--- src/core/fpexc_pkg.sv ---
// Constants and types shared by the floating-point arithmetic exception unit.
// Assumes a 32-bit APB register port and an 80-bit extended internal format.
package fpexc_pkg;

  // Register byte offsets
  localparam logic [11:0] CTRL_OFS = 12'h000;
  localparam logic [11:0] STAT_OFS = 12'h004;

  // Field positions; the flag and mask fields are shared by control and status words
  localparam int ZBIT   = 2;   // Divide-by-zero flag and mask
  localparam int OBIT   = 3;   // Overflow flag and mask
  localparam int UBIT   = 4;   // Underflow flag and mask
  localparam int PBIT   = 5;   // Inexact flag and mask
  localparam int ESBIT  = 7;   // Exception summary, status word
  localparam int C1BIT  = 9;   // Round-up condition bit, status word
  localparam int RC_LSB = 10;  // Rounding control, control word

  // Reset values: all four exceptions masked, round to nearest
  localparam logic [15:0] CTRL_RST = 16'h037F;
  localparam logic [15:0] STAT_RST = 16'h0000;
  // Writable control bits and clearable status bits
  localparam logic [15:0] CTRL_WMASK = 16'h0F3F;
  localparam logic [15:0] STAT_W1C   = 16'h00BC;

  // Exponent figures, unbiased, signed 18-bit
  localparam logic signed [17:0] EXT_BIAS   = 18'sh03FFF;
  localparam logic signed [17:0] SCALE_BIAS = 18'sh06000;
  localparam logic signed [17:0] SGL_EMAX   = 18'sh0007F;
  localparam logic signed [17:0] DBL_EMAX   = 18'sh003FF;
  localparam logic signed [17:0] EXT_EMAX   = 18'sh03FFF;

  // Special encodings
  localparam logic [14:0] EXP_ONES = 15'h7FFF;
  localparam logic [63:0] SIG_INF  = 64'h8000000000000000;
  localparam logic [63:0] SIG_SGL  = 64'hFFFFFF0000000000;
  localparam logic [63:0] SIG_DBL  = 64'hFFFFFFFFFFFFF800;
  localparam logic [63:0] SIG_EXT  = 64'hFFFFFFFFFFFFFFFF;

  // Operation class presented by the datapath
  typedef enum logic [3:0] {
    OP_OTHER, OP_DIV, OP_RDIV, OP_IDIV, OP_LOGMUL,
    OP_EXTRACT, OP_SCALE, OP_FSTORE, OP_ISTORE
  } fpexc_op_t;

  // Destination format
  typedef enum logic [1:0] {FMT_SGL, FMT_DBL, FMT_EXT} fpexc_fmt_t;

  // Rounding control codes
  typedef enum logic [1:0] {RC_NEAR, RC_DOWN, RC_UP, RC_CHOP} fpexc_rc_t;

endpackage

--- src/core/fpexc_unit.sv ---
// Exception detection and response for divide-by-zero, overflow,
// underflow and inexact results, with control and status words on APB.
// Assumes the datapath presents one rounded result per op_valid pulse.
//
// Notes on behaviour
// - Finite nonzero over zero raises divide-by-zero.
// - Divide-by-zero flag and mask at bit 2.
// - Only divides, log-multiply, extract report it.
// - Unmasked: flag, request handler, no writes.
// - Masked divide: infinity, sign is XOR.
// - Masked log-multiply: infinity, opposite sign.
// - Masked extract: second -inf, top signed zero.
// - Overflow above format maximum; integer stores excluded.
// - Overflow flag and mask at bit 3.
// - Masked overflow: default chosen by rounding control.
// - Unmasked memory over/underflow: no write, request.
// - Unmasked register overflow: scale down, store, request.
// - Unmasked register underflow: scale up, store, request.
// - Biased result sets round-up bit from rounding.
// - Scale recurring overflow infinity, underflow zero.
// - Underflow below normal minimum; never integer stores.
// - Underflow flag and mask at bit 4.
// - Inexact flag and mask at bit 5.
// - Inexact sets flag, round-up bit from rounding.
// - Unmasked inexact alone also requests handler.
// - Inexact with over/underflow sets both flags.
// - Memory fault hides inexact, clears round-up bit.
// - Pending request recorded in summary flag.
`timescale 1ns/1ps

module fpexc_unit #(
  parameter int ADDR_W = 12  // APB address width
) (
  // Clock and reset
  input  wire logic                     mclk,
  input  wire logic                     srst,
  // APB slave
  input  wire logic                     psel,
  input  wire logic                     penable,
  input  wire logic                     pwrite,
  input  wire logic [ADDR_W-1:0]        paddr,
  input  wire logic [31:0]              pwdata,
  output logic      [31:0]              prdata,
  output logic                          pready,
  output logic                          pslverr,
  // Operation from the datapath
  input  wire logic                     op_valid,
  input  wire fpexc_pkg::fpexc_op_t     op_class,
  input  wire fpexc_pkg::fpexc_fmt_t    dest_fmt,
  input  wire logic                     dest_mem,
  input  wire logic                     a_sign,
  input  wire logic                     a_zero,
  input  wire logic                     a_finite,
  input  wire logic                     b_sign,
  input  wire logic                     b_zero,
  input  wire logic                     res_sign,
  input  wire logic                     res_zero,
  input  wire logic signed [17:0]       res_exp,
  input  wire logic [63:0]              res_sig,
  input  wire logic                     res_inexact,
  input  wire logic                     res_rnd_up,
  // Result to the register stack or memory
  output logic                          res_write,
  output logic [79:0]                   res_val,
  output logic                          res2_write,
  output logic [79:0]                   res2_val,
  // Handler request to the core
  output logic                          exc_req
);

  // Control and status words
  logic [15:0]      ctrl_reg;        // Masks, precision, rounding
  logic [15:0]      stat_reg;        // Sticky flags, summary, round-up
  logic [15:0]      stat_next;       // Status after this cycle
  // Decoded control
  fpexc_pkg::fpexc_rc_t rc;          // Rounding mode
  logic             zm, om, um, pm;  // Masks
  // Detection
  logic             is_div;          // Any divide class
  logic             dz;              // Divide-by-zero seen
  logic             ovf, unf, inx;   // Overflow, underflow, inexact seen
  logic             mem_fault;       // Unmasked over/underflow to memory
  logic             req_next;        // Handler request this op
  logic             wr_next;         // Destination written
  logic             wr2_next;        // Second register written
  logic [79:0]      val_next;        // Destination value
  logic             c1_upd;          // Round-up bit updated
  logic             c1_val;          // Its new value
  logic signed [17:0] emax, emin;    // Destination exponent range
  logic signed [17:0] e_bias;        // Biased exponent
  // APB decode
  logic             acc, wr_en;
  logic             hit_ctrl, hit_stat;

  // Largest exponent of a destination format
  function automatic logic signed [17:0] f_emax(fpexc_pkg::fpexc_fmt_t f);
    unique case (f)
      fpexc_pkg::FMT_SGL: f_emax = fpexc_pkg::SGL_EMAX;
      fpexc_pkg::FMT_DBL: f_emax = fpexc_pkg::DBL_EMAX;
      default:            f_emax = fpexc_pkg::EXT_EMAX;
    endcase
  endfunction

  // Pack sign, unbiased exponent and significand into extended format
  function automatic logic [79:0] f_pack(logic s, logic signed [17:0] e,
                                         logic [63:0] m);
    logic signed [17:0] eb;
    eb = e + fpexc_pkg::EXT_BIAS;
    // Below range the datapath already delivered a denormal
    if (eb < 18'sd1) f_pack = {s, 15'h0000, m};
    else             f_pack = {s, eb[14:0], m};
  endfunction

  // Signed infinity
  function automatic logic [79:0] f_inf(logic s);
    f_inf = {s, fpexc_pkg::EXP_ONES, fpexc_pkg::SIG_INF};
  endfunction

  // Control field decode
  always_comb begin
    rc = fpexc_pkg::fpexc_rc_t'(ctrl_reg[fpexc_pkg::RC_LSB +: 2]);
    zm = ctrl_reg[fpexc_pkg::ZBIT];
    om = ctrl_reg[fpexc_pkg::OBIT];
    um = ctrl_reg[fpexc_pkg::UBIT];
    pm = ctrl_reg[fpexc_pkg::PBIT];
  end

  // Exception detection
  always_comb begin
    emax = f_emax(dest_fmt);
    emin = 18'sd1 - emax;
    is_div = (op_class == fpexc_pkg::OP_DIV) ||
             (op_class == fpexc_pkg::OP_RDIV) ||
             (op_class == fpexc_pkg::OP_IDIV);
    dz = op_valid && (
         ((is_div || op_class == fpexc_pkg::OP_LOGMUL)
           && b_zero && a_finite && !a_zero) ||
         (op_class == fpexc_pkg::OP_EXTRACT && b_zero));
    ovf = op_valid && !dz && !res_zero &&
          (op_class != fpexc_pkg::OP_ISTORE) && (res_exp > emax);
    unf = op_valid && !dz && !res_zero && !ovf &&
          (op_class != fpexc_pkg::OP_ISTORE) && (res_exp < emin);
    inx = op_valid && !dz && res_inexact;
    mem_fault = dest_mem && ((ovf && !om) || (unf && !um));
  end

  // Handler request and round-up bit
  always_comb begin
    req_next = (dz && !zm) || (ovf && !om) || (unf && !um) ||
               (inx && !pm && !mem_fault);
    c1_upd = ovf || unf || inx;
    c1_val = mem_fault ? 1'b0 : res_rnd_up;
  end

  // Result selection
  always_comb begin
    wr_next  = op_valid && !(dz && !zm) && !mem_fault;
    wr2_next = 1'b0;
    e_bias   = res_exp;
    val_next = res_zero ? {res_sign, 79'h0} : f_pack(res_sign, res_exp, res_sig);
    if (dz) begin
      if (op_class == fpexc_pkg::OP_EXTRACT) begin
        wr2_next = zm;
        val_next = {b_sign, 79'h0};
      end else if (op_class == fpexc_pkg::OP_LOGMUL) begin
        val_next = f_inf(!a_sign);
      end else begin
        val_next = f_inf(a_sign ^ b_sign);
      end
    end else if (ovf && om) begin
      if (rc == fpexc_pkg::RC_NEAR || (rc == fpexc_pkg::RC_DOWN && res_sign) ||
          (rc == fpexc_pkg::RC_UP && !res_sign)) begin
        val_next = f_inf(res_sign);
      end else begin
        unique case (dest_fmt)
          fpexc_pkg::FMT_SGL: val_next = f_pack(res_sign, emax, fpexc_pkg::SIG_SGL);
          fpexc_pkg::FMT_DBL: val_next = f_pack(res_sign, emax, fpexc_pkg::SIG_DBL);
          default:            val_next = f_pack(res_sign, emax, fpexc_pkg::SIG_EXT);
        endcase
      end
    end else if (ovf) begin
      e_bias = res_exp - fpexc_pkg::SCALE_BIAS;
      val_next = f_pack(res_sign, e_bias, res_sig);
      if (op_class == fpexc_pkg::OP_SCALE && e_bias > fpexc_pkg::EXT_EMAX) begin
        val_next = f_inf(res_sign);
      end
    end else if (unf && !um) begin
      e_bias = res_exp + fpexc_pkg::SCALE_BIAS;
      val_next = f_pack(res_sign, e_bias, res_sig);
      if (op_class == fpexc_pkg::OP_SCALE &&
          e_bias < 18'sd1 - fpexc_pkg::EXT_EMAX) begin
        val_next = {res_sign, 79'h0};
      end
    end
  end

  // APB decode; every access completes in one access cycle
  always_comb begin
    hit_ctrl = (paddr == fpexc_pkg::CTRL_OFS[ADDR_W-1:0]);
    hit_stat = (paddr == fpexc_pkg::STAT_OFS[ADDR_W-1:0]);
    acc      = psel && penable;
    wr_en    = acc && pwrite;
    pready   = 1'b1;
    pslverr  = acc && !hit_ctrl && !hit_stat;
  end

  // Control word: masks and rounding steer the response above
  always_ff @(posedge mclk) begin
    if (srst) begin
      ctrl_reg <= fpexc_pkg::CTRL_RST;
    end else if (wr_en && hit_ctrl) begin
      ctrl_reg <= pwdata[15:0] & fpexc_pkg::CTRL_WMASK;
    end
  end

  // Status next value; hardware set wins over software clear
  always_comb begin
    stat_next = stat_reg;
    if (wr_en && hit_stat) begin
      stat_next = stat_reg & ~(pwdata[15:0] & fpexc_pkg::STAT_W1C);
    end
    if (dz) stat_next[fpexc_pkg::ZBIT] = 1'b1;
    if (ovf) stat_next[fpexc_pkg::OBIT] = 1'b1;
    if (unf) stat_next[fpexc_pkg::UBIT] = 1'b1;
    if (inx && !mem_fault) stat_next[fpexc_pkg::PBIT] = 1'b1;
    if (req_next) stat_next[fpexc_pkg::ESBIT] = 1'b1;
    if (c1_upd) stat_next[fpexc_pkg::C1BIT] = c1_val;
  end

  // Status word register
  always_ff @(posedge mclk) begin
    if (srst) stat_reg <= fpexc_pkg::STAT_RST;
    else      stat_reg <= stat_next;
  end

  // Read data captured in the setup cycle
  always_ff @(posedge mclk) begin
    if (srst) begin
      prdata <= 32'h00000000;
    end else if (psel && !penable && !pwrite) begin
      if (hit_ctrl)      prdata <= {16'h0000, ctrl_reg};
      else if (hit_stat) prdata <= {16'h0000, stat_reg};
      else               prdata <= 32'h00000000;
    end
  end

  // Result and request outputs, registered
  always_ff @(posedge mclk) begin
    if (srst) begin
      res_write  <= 1'b0;
      res2_write <= 1'b0;
      res_val    <= 80'h0;
      res2_val   <= 80'h0;
      exc_req    <= 1'b0;
    end else begin
      res_write  <= wr_next;
      res2_write <= wr2_next;
      res_val    <= val_next;
      res2_val   <= f_inf(1'b1);
      exc_req    <= req_next;
    end
  end
endmodule // fpexc_unit

--- config.mk ---
export PLATFORM = sky130hd
export DESIGN_NAME = fpexc_unit
export DESIGN_NICKNAME = d
export VERILOG_FILES = /design/src/core/fpexc_pkg.sv /design/src/core/fpexc_unit.sv
export SDC_FILE = /design/constraint.sdc
export NUM_CORES = 1
export LEC_CHECK = 0
export BUFFER_PORTS_ARGS = -buffer_cell sky130_fd_sc_hd__clkbuf_2
export CAP_MARGIN = 20
export CORE_AREA = 4 4 132 134
export DETAILED_ROUTE_END_ITERATION = 16
export DIE_AREA = 0 0 136 138
export GPL_TIMING_DRIVEN = 0
export PLACE_DENSITY = 0.82
export SYNTH_ARGS = -nofsm -noshare
export SYNTH_HDL_FRONTEND = slang
export SYNTH_SLANG_ARGS = --single-unit
--- constraint.sdc ---
create_clock -name mclk -period 7.1 [get_ports mclk]
set_input_delay 1.065 -clock mclk [delete_from_list [all_inputs] [get_ports mclk]]
set_output_delay 1.065 -clock mclk [all_outputs]
set_load 0.02 [all_outputs]
# Word level (Yosys, flattened, before mapping)

Index checks and enable logic that the tools add are counted.

$add $sub $neg: 7
Magnitude comparators: 8
Equal/unequal tests: 11
Multiplexer cells: 29
Bitwise gates (word level): 5
Reduce and logical (&&, ||, !) cells: 73

Operator list:

| cell                                                 | number |
|---|---|
| 2-to-1 mux 79 bit                                    | 13 |
| 2-to-1 mux 80 bit                                    | 4 |
| one-hot mux 79 bit (2 select lines)                  | 1 |
| adder 18 x 15 -> 18 bit, second input constant       | 4 |
| < comparator 18 x 2 -> 1 bit, second input constant  | 4 |
| logical AND 1 bit                                    | 35 |
| 2-to-1 mux 16 bit                                    | 2 |
| one-hot mux 14 bit (2 select lines)                  | 1 |
| adder 18 x 16 -> 18 bit, second input constant       | 1 |
| > comparator 18 x 15 -> 1 bit, second input constant | 1 |
| > comparator 18 bit                                  | 1 |
| < comparator 18 x 15 -> 1 bit, second input constant | 1 |
| < comparator 18 bit                                  | 1 |
| subtractor 18 x 16 -> 18 bit, second input constant  | 1 |
| subtractor 2 x 18 -> 18 bit, first input constant    | 1 |
| AND 16 bit                                           | 1 |
| zero test 1 bit                                      | 16 |
| inverter 8 -> 16 bit                                 | 1 |
| equality test 12 x 3 -> 1 bit, second input constant | 1 |
| equality test 4 x 3 -> 1 bit, second input constant  | 3 |
| zero test 12 bit                                     | 1 |
| logical OR 1 bit                                     | 12 |
| nonzero test 2 bit                                   | 6 |
| 2-to-1 mux 10 bit                                    | 1 |
| 10 further kinds                                     | 20 |

Register bits: 222
Input bits: 148
Output and inout port bits: 197
Logic and storage cells: 147

# Depth between registers and ports, before layout

Gate-level depths: netlist (run 1).

Depth after elaboration: 25
Mapped depth: 12
Mapped depth without buffers: 10

# Worst setup path before layout (run 1)

No wires, ideal clock.

Path type: input -> register
Start: input port res_exp[13]
End: register res_val[71]
Arrival time: 3.708 ns
Path slack: 3.321 ns
Cell stages on the path: 12
Path buffers: 3
Cell sequence: clkbuf_1 > inv_1 > ha_1 > buf_2 > a21o_1 > a21oi_1 > o41ai_1 > or4b_1 > clkbuf_1 > o21ai_0 > a41oi_1 > a21oi_1

Longest elaborated chain between the ends: 11

Ends and longest elaborated chain:

| what                                                                            | RTL line          | source |
|---|---|---|
| start, declared                                                                 | fpexc_unit.sv:58  | `input wire logic signed [17:0] res_exp,` |
| parallel branches: the longest is 9 deep, another holds adder 18 x 16 -> 18 bit | -                 |  |
| 2-to-1 mux 79 bit (*)                                                           | fpexc_unit.sv:170 | `end else if (ovf && om) begin` |
| 2-to-1 mux 80 bit (*)                                                           | fpexc_unit.sv:161 | `if (dz) begin` |
| end signal, assigned                                                            | fpexc_unit.sv:258 | `res_val <= val_next;` |
| end, declared                                                                   | fpexc_unit.sv:64  | `output logic [79:0] res_val,` |

Every way passes the cells marked *.
A chain may end at the register's enable or synchronous reset.

# Worst setup path in the final report (run 1)

Start: input port dest_fmt[1]
End: register res_val[62]

Longest elaborated chain between the ends: 13

Ends and longest elaborated chain:

| what                                                                                 | RTL line          | source |
|---|---|---|
| start, declared                                                                      | fpexc_unit.sv:49  | `input wire fpexc_pkg::fpexc_fmt_t dest_fmt,` |
| parallel branches: the longest is 11 deep, another holds subtractor 2 x 18 -> 18 bit | -                 |  |
| 2-to-1 mux 79 bit (*)                                                                | fpexc_unit.sv:170 |  |
| 2-to-1 mux 80 bit (*)                                                                | fpexc_unit.sv:161 |  |

Marks and branches as above.

==> results of run 1 <==
worst paths after layout:
check,startpoint,to,slack [ns]
max,dest_fmt[1],res_val[62],2.67
min,prdata[7],prdata[7],0.45
max reg2reg,ctrl_reg[3],res_val[62],4.87
min reg2reg,prdata[7],prdata[7],0.45
area by class of cell:
class	count	area, µm²	area share
Clock inverter	14	201	0.0226
Sequential cell	113	2260	0.253
Tap cell	220	275	0.0308
Buffer	147	942	0.106
Inverter	18	67.6	0.00757
Clock buffer	18	439	0.0492
Timing Repair Buffer	235	1180	0.132
Multi-Input combinational cell	606	3560	0.399
logic make-up (layout without fill, tap and decap cells):
| family | Yosys count | in the layout | synth area share |
|---|---|---|---|
| AOI/OAI and AO/OA | 202 | 202 | 0.201 |
| xor gates and xnor gates | 14 | 14 | 0.0188 |
| adders and majority gates | 23 | 23 | 0.0441 |
| buffers and inverters | 165 | 432 | 0.155 |
| DFF | 113 | 113 | 0.346 |
| muxes | 14 | 14 | 0.0224 |
| other | 2 | 84 | 0.00115 |
| and+or+nand+nor | 269 | 269 | 0.212 |
stage by stage:
stage                     setup slack [ns]  power [mW]  hold slack (ns)   util  cells
after global routing                  2.40        2.01            0.479  0.548   1371
after detailed placement              2.35        1.03            0.444  0.509   1339
final                                 2.67        1.93            0.450  0.548   1371
after floorplan                       3.32       0.917            0.433      -    884
after CTS                             2.79        1.95            0.451  0.548   1371
after global placement                2.35        1.02            0.438  0.509   1339
critical path: stages:
cell	delay [ns]
clkbuf_2	0.20
or2_2	0.44
ha_1	0.39
nor3b_1	0.07
o31ai_1	0.25
nor4b_1	0.69
nor3_1	0.21
a221oi_2	0.76
buf_2	0.36
a21oi_1	0.10
nor2_1	0.21
routing by layer:
layer / wire length (µm) / part of all wire / vias up / track usage
met1: 8530 / 0.40 / 3037 / 0.257
met3: 1830 / 0.086 / 54 / 0.0581
met5: 0 / 0 / - / 0
met4: 648 / 0.031 / 0 / 0.0844
met2: 10200 / 0.48 / 326 / 0.367
li1: - / - / 3320 / -
power by group:
group	switching (mW)	internal, mW
Sequential	0.00819	0.658
Clock	0.314	0.601
Combinational	0.219	0.135
Total	0.540	1.39
synthesized netlist by cell type (all sizes together) (3+ instances only):
library cell and n:
buf 114, and2 5, xor2 4, o221ai 3
nor2 61, or2 8, and3 4, clkbuf 33
a2111oi 3, nor4bb 3, nand3 15, dfxtp 113
nand2b 8, or4 5, o31ai 4, nor4b 6
or3 9, nand4 8, a31o 3, a31oi 9
a21oi 106, xnor2 10, ha 23, nor4 9
or4b 4, nor3 21, o21a 3, a211oi 11
nor3b 5, mux2 5, a41oi 7, o21ai 24
a22oi 6, nand2 90, o22ai 3, inv 18
mux2i 9, o211ai 4
==> results.py, run 1 <==
metrics = {
    "run_status": {
        "status": "finished, final reports clean",
    },
    "cells_and_area": {
        "synthToLayoutAreaGrowth_pct": 36.8,
        "fin_area_um2": 8930,
        "final_common_cell": "clkbuf_2",
        "antenna_cells": 0,
        "n_fill_cell": 1531,
        "final_cell_mix": "clkbuf_2, dfxtp_1, a21oi_1",
        "largest_register_ffs": 80,
        "drive_above_1_share": 0.358,
        "fin_nets": 1309,
    },
    "sta": {
        "worst_slew_pin_slew_ns": 0.877,
        "max_freq_ghz": 0.226,
        "slew_headroom": 0.408,
        "setup_viol": 0,
        "hold_viol_final": 0,
        "finalCritPeriodShare": 0.624,
        "rsz0062_at_grt": "false",
        "layout_min_cycle_time_ns": 4.43,
        "fin_skew_ns": 0.00672,
        "tns_ns": 0,
        "slew_violations": 0,
    },
    "die": {
        "start_util": 0.401,
        "die_y_um": 138,
        "io_pins": 345,
        "die_x_um": 136,
        "rows": 47,
        "die-area_um2": 18800,
        "core_area_um2": 16300,
    },
    "placed_design": {
        "detailed_place_hpwl_um": 17000,
        "io_buffer_count": 235,
        "gp_congestion": 0.930,
        "placed_area_um2": 8290,
    },
    "global_routing": {
        "grt_overflow": 0,
        "grt_max_degree": 18,
        "track_usage": 0.216,
        "grt_pass1_wl_um": 32300,
        "antenna_found_initial": 0,
        "grt_pass1_vias": 6322,
    },
    "cts": {
        "cts_max_level": 4,
        "hold_buffers": 0,
        "root_buffer": "clkbuf_16",
        "cts_sinks": 113,
        "cts_max_path_buffers": 2,
        "cts_made_buffers": 17,
        "cts_resized": 0,
        "clkLatencyLatePin_ns": 0.41,
        "cts_setup_buffers": 0,
        "clk_pin_slew_ns": 0.06,
        "cts_tree": "done",
    },
    "worst_setup_path": {
        "crit_type": "primary input to flop",
        "worstPathArrival_ns": 4.75,
        "reg2regPathDepth": 6,
        "worstPathRequired_ns": 7.42,
        "cp_max_fo": 10,
        "critPathLaunchType": "primary input",
        "cp-end-kind": "flop",
    },
    "routing": {
        "first_pass_iters": 5,
        "wl_per_cell_um": 15.5,
        "wirelength_um": 21200,
        "drc": 0,
        "dr.first_iter.drc_count": 493,
        "num_vias": 6737,
        "ant_nets": 0,
        "vias_per_cell": 4.91,
    },
    "yosys": {
        "ys.flop_type": "dfxtp_1",
        "ys_seq_elements": 113,
        "synth_top_cell_by_area": "dfxtp_1",
        "synth_area_um2": 6530,
        "synth_area_leaders": "dfxtp_1, buf_4, a21oi_1",
        "seq_area_frac_synth": 0.346,
        "yosysWarnings": 0,
        "synthCells": 802,
        "synth_edf_count": 0,
        "avgSynthCellArea_um2": 8.14,
        "async_flop_share": 0,
        "synth_cell_types": 69,
        "synth_top_area_share": 0.346,
    },
    "worst_hold_path": {
        "min_path_cells": 2,
        "hold_path.class": "flop to flop",
    },
    "run": {
        "drv_cap": 0,
    },
    "pwr": {
        "pwr_density_cell_nw_per_um2": 217,
        "cellLeakagePower_nw": 4.25,
        "peakVddDrop_mv": 0.157,
    },
}
Power figures use the tool's default switching activity.
==> inputs of run 2 (changes only) <==
clock period = 4.2 ns   (was 7.1 ns; I/O delays follow)
==> results.py, run 2 (synthesis gave the netlist of run 1 again) <==
metrics = {
    "placed_design": {
        "pre_cts_slack_ns": -0.114,
        "gp_congestion": 0.930,
        "place_inst": 1339,
        "io_buffer_count": 235,
        "detailed_place_hpwl_um": 17000,
    },
    "routing": {
        "vias_per_cell": 4.91,
        "wl_per_cell_um": 15.5,
        "ant_nets": 0,
        "dr.first_iter.drc_count": 475,
        "num_vias": 6728,
        "wirelength_um": 21200,
        "drc": 0,
        "first_pass_iters": 5,
    },
    "sta": {
        "worst_slew_pin_slew_ns": 0.871,
        "tns_ns": 0,
        "rsz0062_at_grt": "false",
        "setup_slack_ns": 0.199,
        "slew_headroom": 0.419,
        "max_freq_ghz": 0.250,
        "setup_viol": 0,
        "finalCritPeriodShare": 0.953,
        "slew_violations": 0,
        "hold_viol_final": 0,
        "layout_min_cycle_time_ns": 4.00,
        "fin_skew_ns": 0.00648,
    },
    "worst_hold_path": {
        "hold_path.class": "primary input to flop",
    },
    "cts": {
        "cts_tree": "done",
        "cts_made_buffers": 17,
        "clkLatencyLatePin_ns": 0.41,
        "clk_pin_slew_ns": 0.06,
        "root_buffer": "clkbuf_16",
        "cts_sinks": 113,
        "hold_buffers": 0,
        "cts_max_path_buffers": 2,
        "cts_max_level": 4,
    },
    "cells_and_area": {
        "largest_register_ffs": 80,
        "layout.cells.non_filler": 1371,
        "fin_nets": 1309,
        "final_common_cell": "clkbuf_2",
        "synthToLayoutAreaGrowth_pct": 36.9,
        "final_cell_mix": "clkbuf_2, dfxtp_1, a21oi_1",
        "antenna_cells": 0,
        "n_fill_cell": 1528,
        "drive_above_1_share": 0.359,
    },
    "global_routing": {
        "grt_pass1_vias": 6322,
        "grt_overflow": 0,
        "track_usage": 0.216,
        "antenna_found_initial": 0,
        "grt_pass1_wl_um": 32300,
        "grt_max_degree": 18,
    },
    "pwr": {
        "cellLeakagePower_nw": 4.25,
        "power_mw": 3.27,
        "pwr_density_cell_nw_per_um2": 366,
        "peakVddDrop_mv": 0.266,
    },
    "worst_setup_path": {
        "cp_max_fo": 10,
        "crit_type": "primary input to flop",
        "critPathLaunchType": "primary input",
        "worst_path_largest_cell_delay_ns": 0.76,
        "crit_chain": "clkbuf_2 > or2_2 > ha_1 > nor3b_1 > o31ai_1 > nor4b_1 > nor3_1 > a221oi_2 > buf_2 > a21oi_1 > nor2_1",
        "worstPathRequired_ns": 4.52,
        "cp-end-kind": "flop",
        "worstPathArrival_ns": 4.32,
        "critPathSlowestCell": "a221oi_2",
    },
    "die": {
        "rows": 47,
        "start_util": 0.401,
        "core_area_um2": 16300,
        "die_x_um": 136,
        "die_y_um": 138,
        "die-area_um2": 18800,
        "io_pins": 345,
    },
    "run": {
        "drv_cap": 0,
    },
    "run_status": {
        "status": "finished, final reports clean",
    },
}
## run 2: what timing repair did
item | 4_1_cts | 5_1_grt
endpoints found under the setup margin | 0 | 3
resized for setup | 0 | 1
setup buffers | 0 | 0
## run 2: worst paths after layout
check,startpoint,end,slack (ns),depth (start not counted)
worst max-delay path,dest_fmt[1],res_val[62],0.20,11
worst min-delay path,res_sig[23],res_val[23],0.44,3
worst max register to register,ctrl_reg[3],res_val[62],1.97,6
worst min register to register,prdata[7],prdata[7],0.45,2
## run 2: metal layers
layer / vias up / GRT usage / routed length [µm]
li1: 3317 / - / -
met1: 3033 / 0.257 / 8510
met2: 328 / 0.367 / 10200
met3: 50 / 0.0581 / 1840
met4: 0 / 0.0844 / 626
met5: - / 0 / 0
## run 2: where the power goes
| group | internal (mW) | switching (mW) | total, mW |
|---|---|---|---|
| registers | 1.11 | 0.0139 | 1.13 |
| logic | 0.229 | 0.370 | 0.598 |
| clock network | 1.02 | 0.533 | 1.55 |
## run 2: layout make-up
cell class,count,area (µm²),area share
Multi-Input combinational cell,606,3570,0.400
Sequential cell,113,2260,0.253
Timing Repair Buffer,235,1180,0.132
Buffer,147,942,0.105
Clock buffer,18,439,0.0491
Tap cell,220,275,0.0308
Clock inverter,14,201,0.0225
Inverter,18,67.6,0.00756
## run 2: stage by stage
step / util / hold slack (ns) / area (µm²)
after floorplan: - / 0.433 / 6840
after global placement: 0.509 / 0.438 / 8290
after detailed placement: 0.509 / 0.444 / 8290
after CTS: 0.548 / 0.422 / 8930
after global routing: 0.549 / 0.428 / 8940
final: 0.549 / 0.440 / 8940
## run 2: worst max-delay path: cells and delay by family
family,cells,cell delay [ns]
buf+inv,2,0.56
compound gates,3,1.11
simple gates,5,1.62
fa+ha+maj,1,0.39
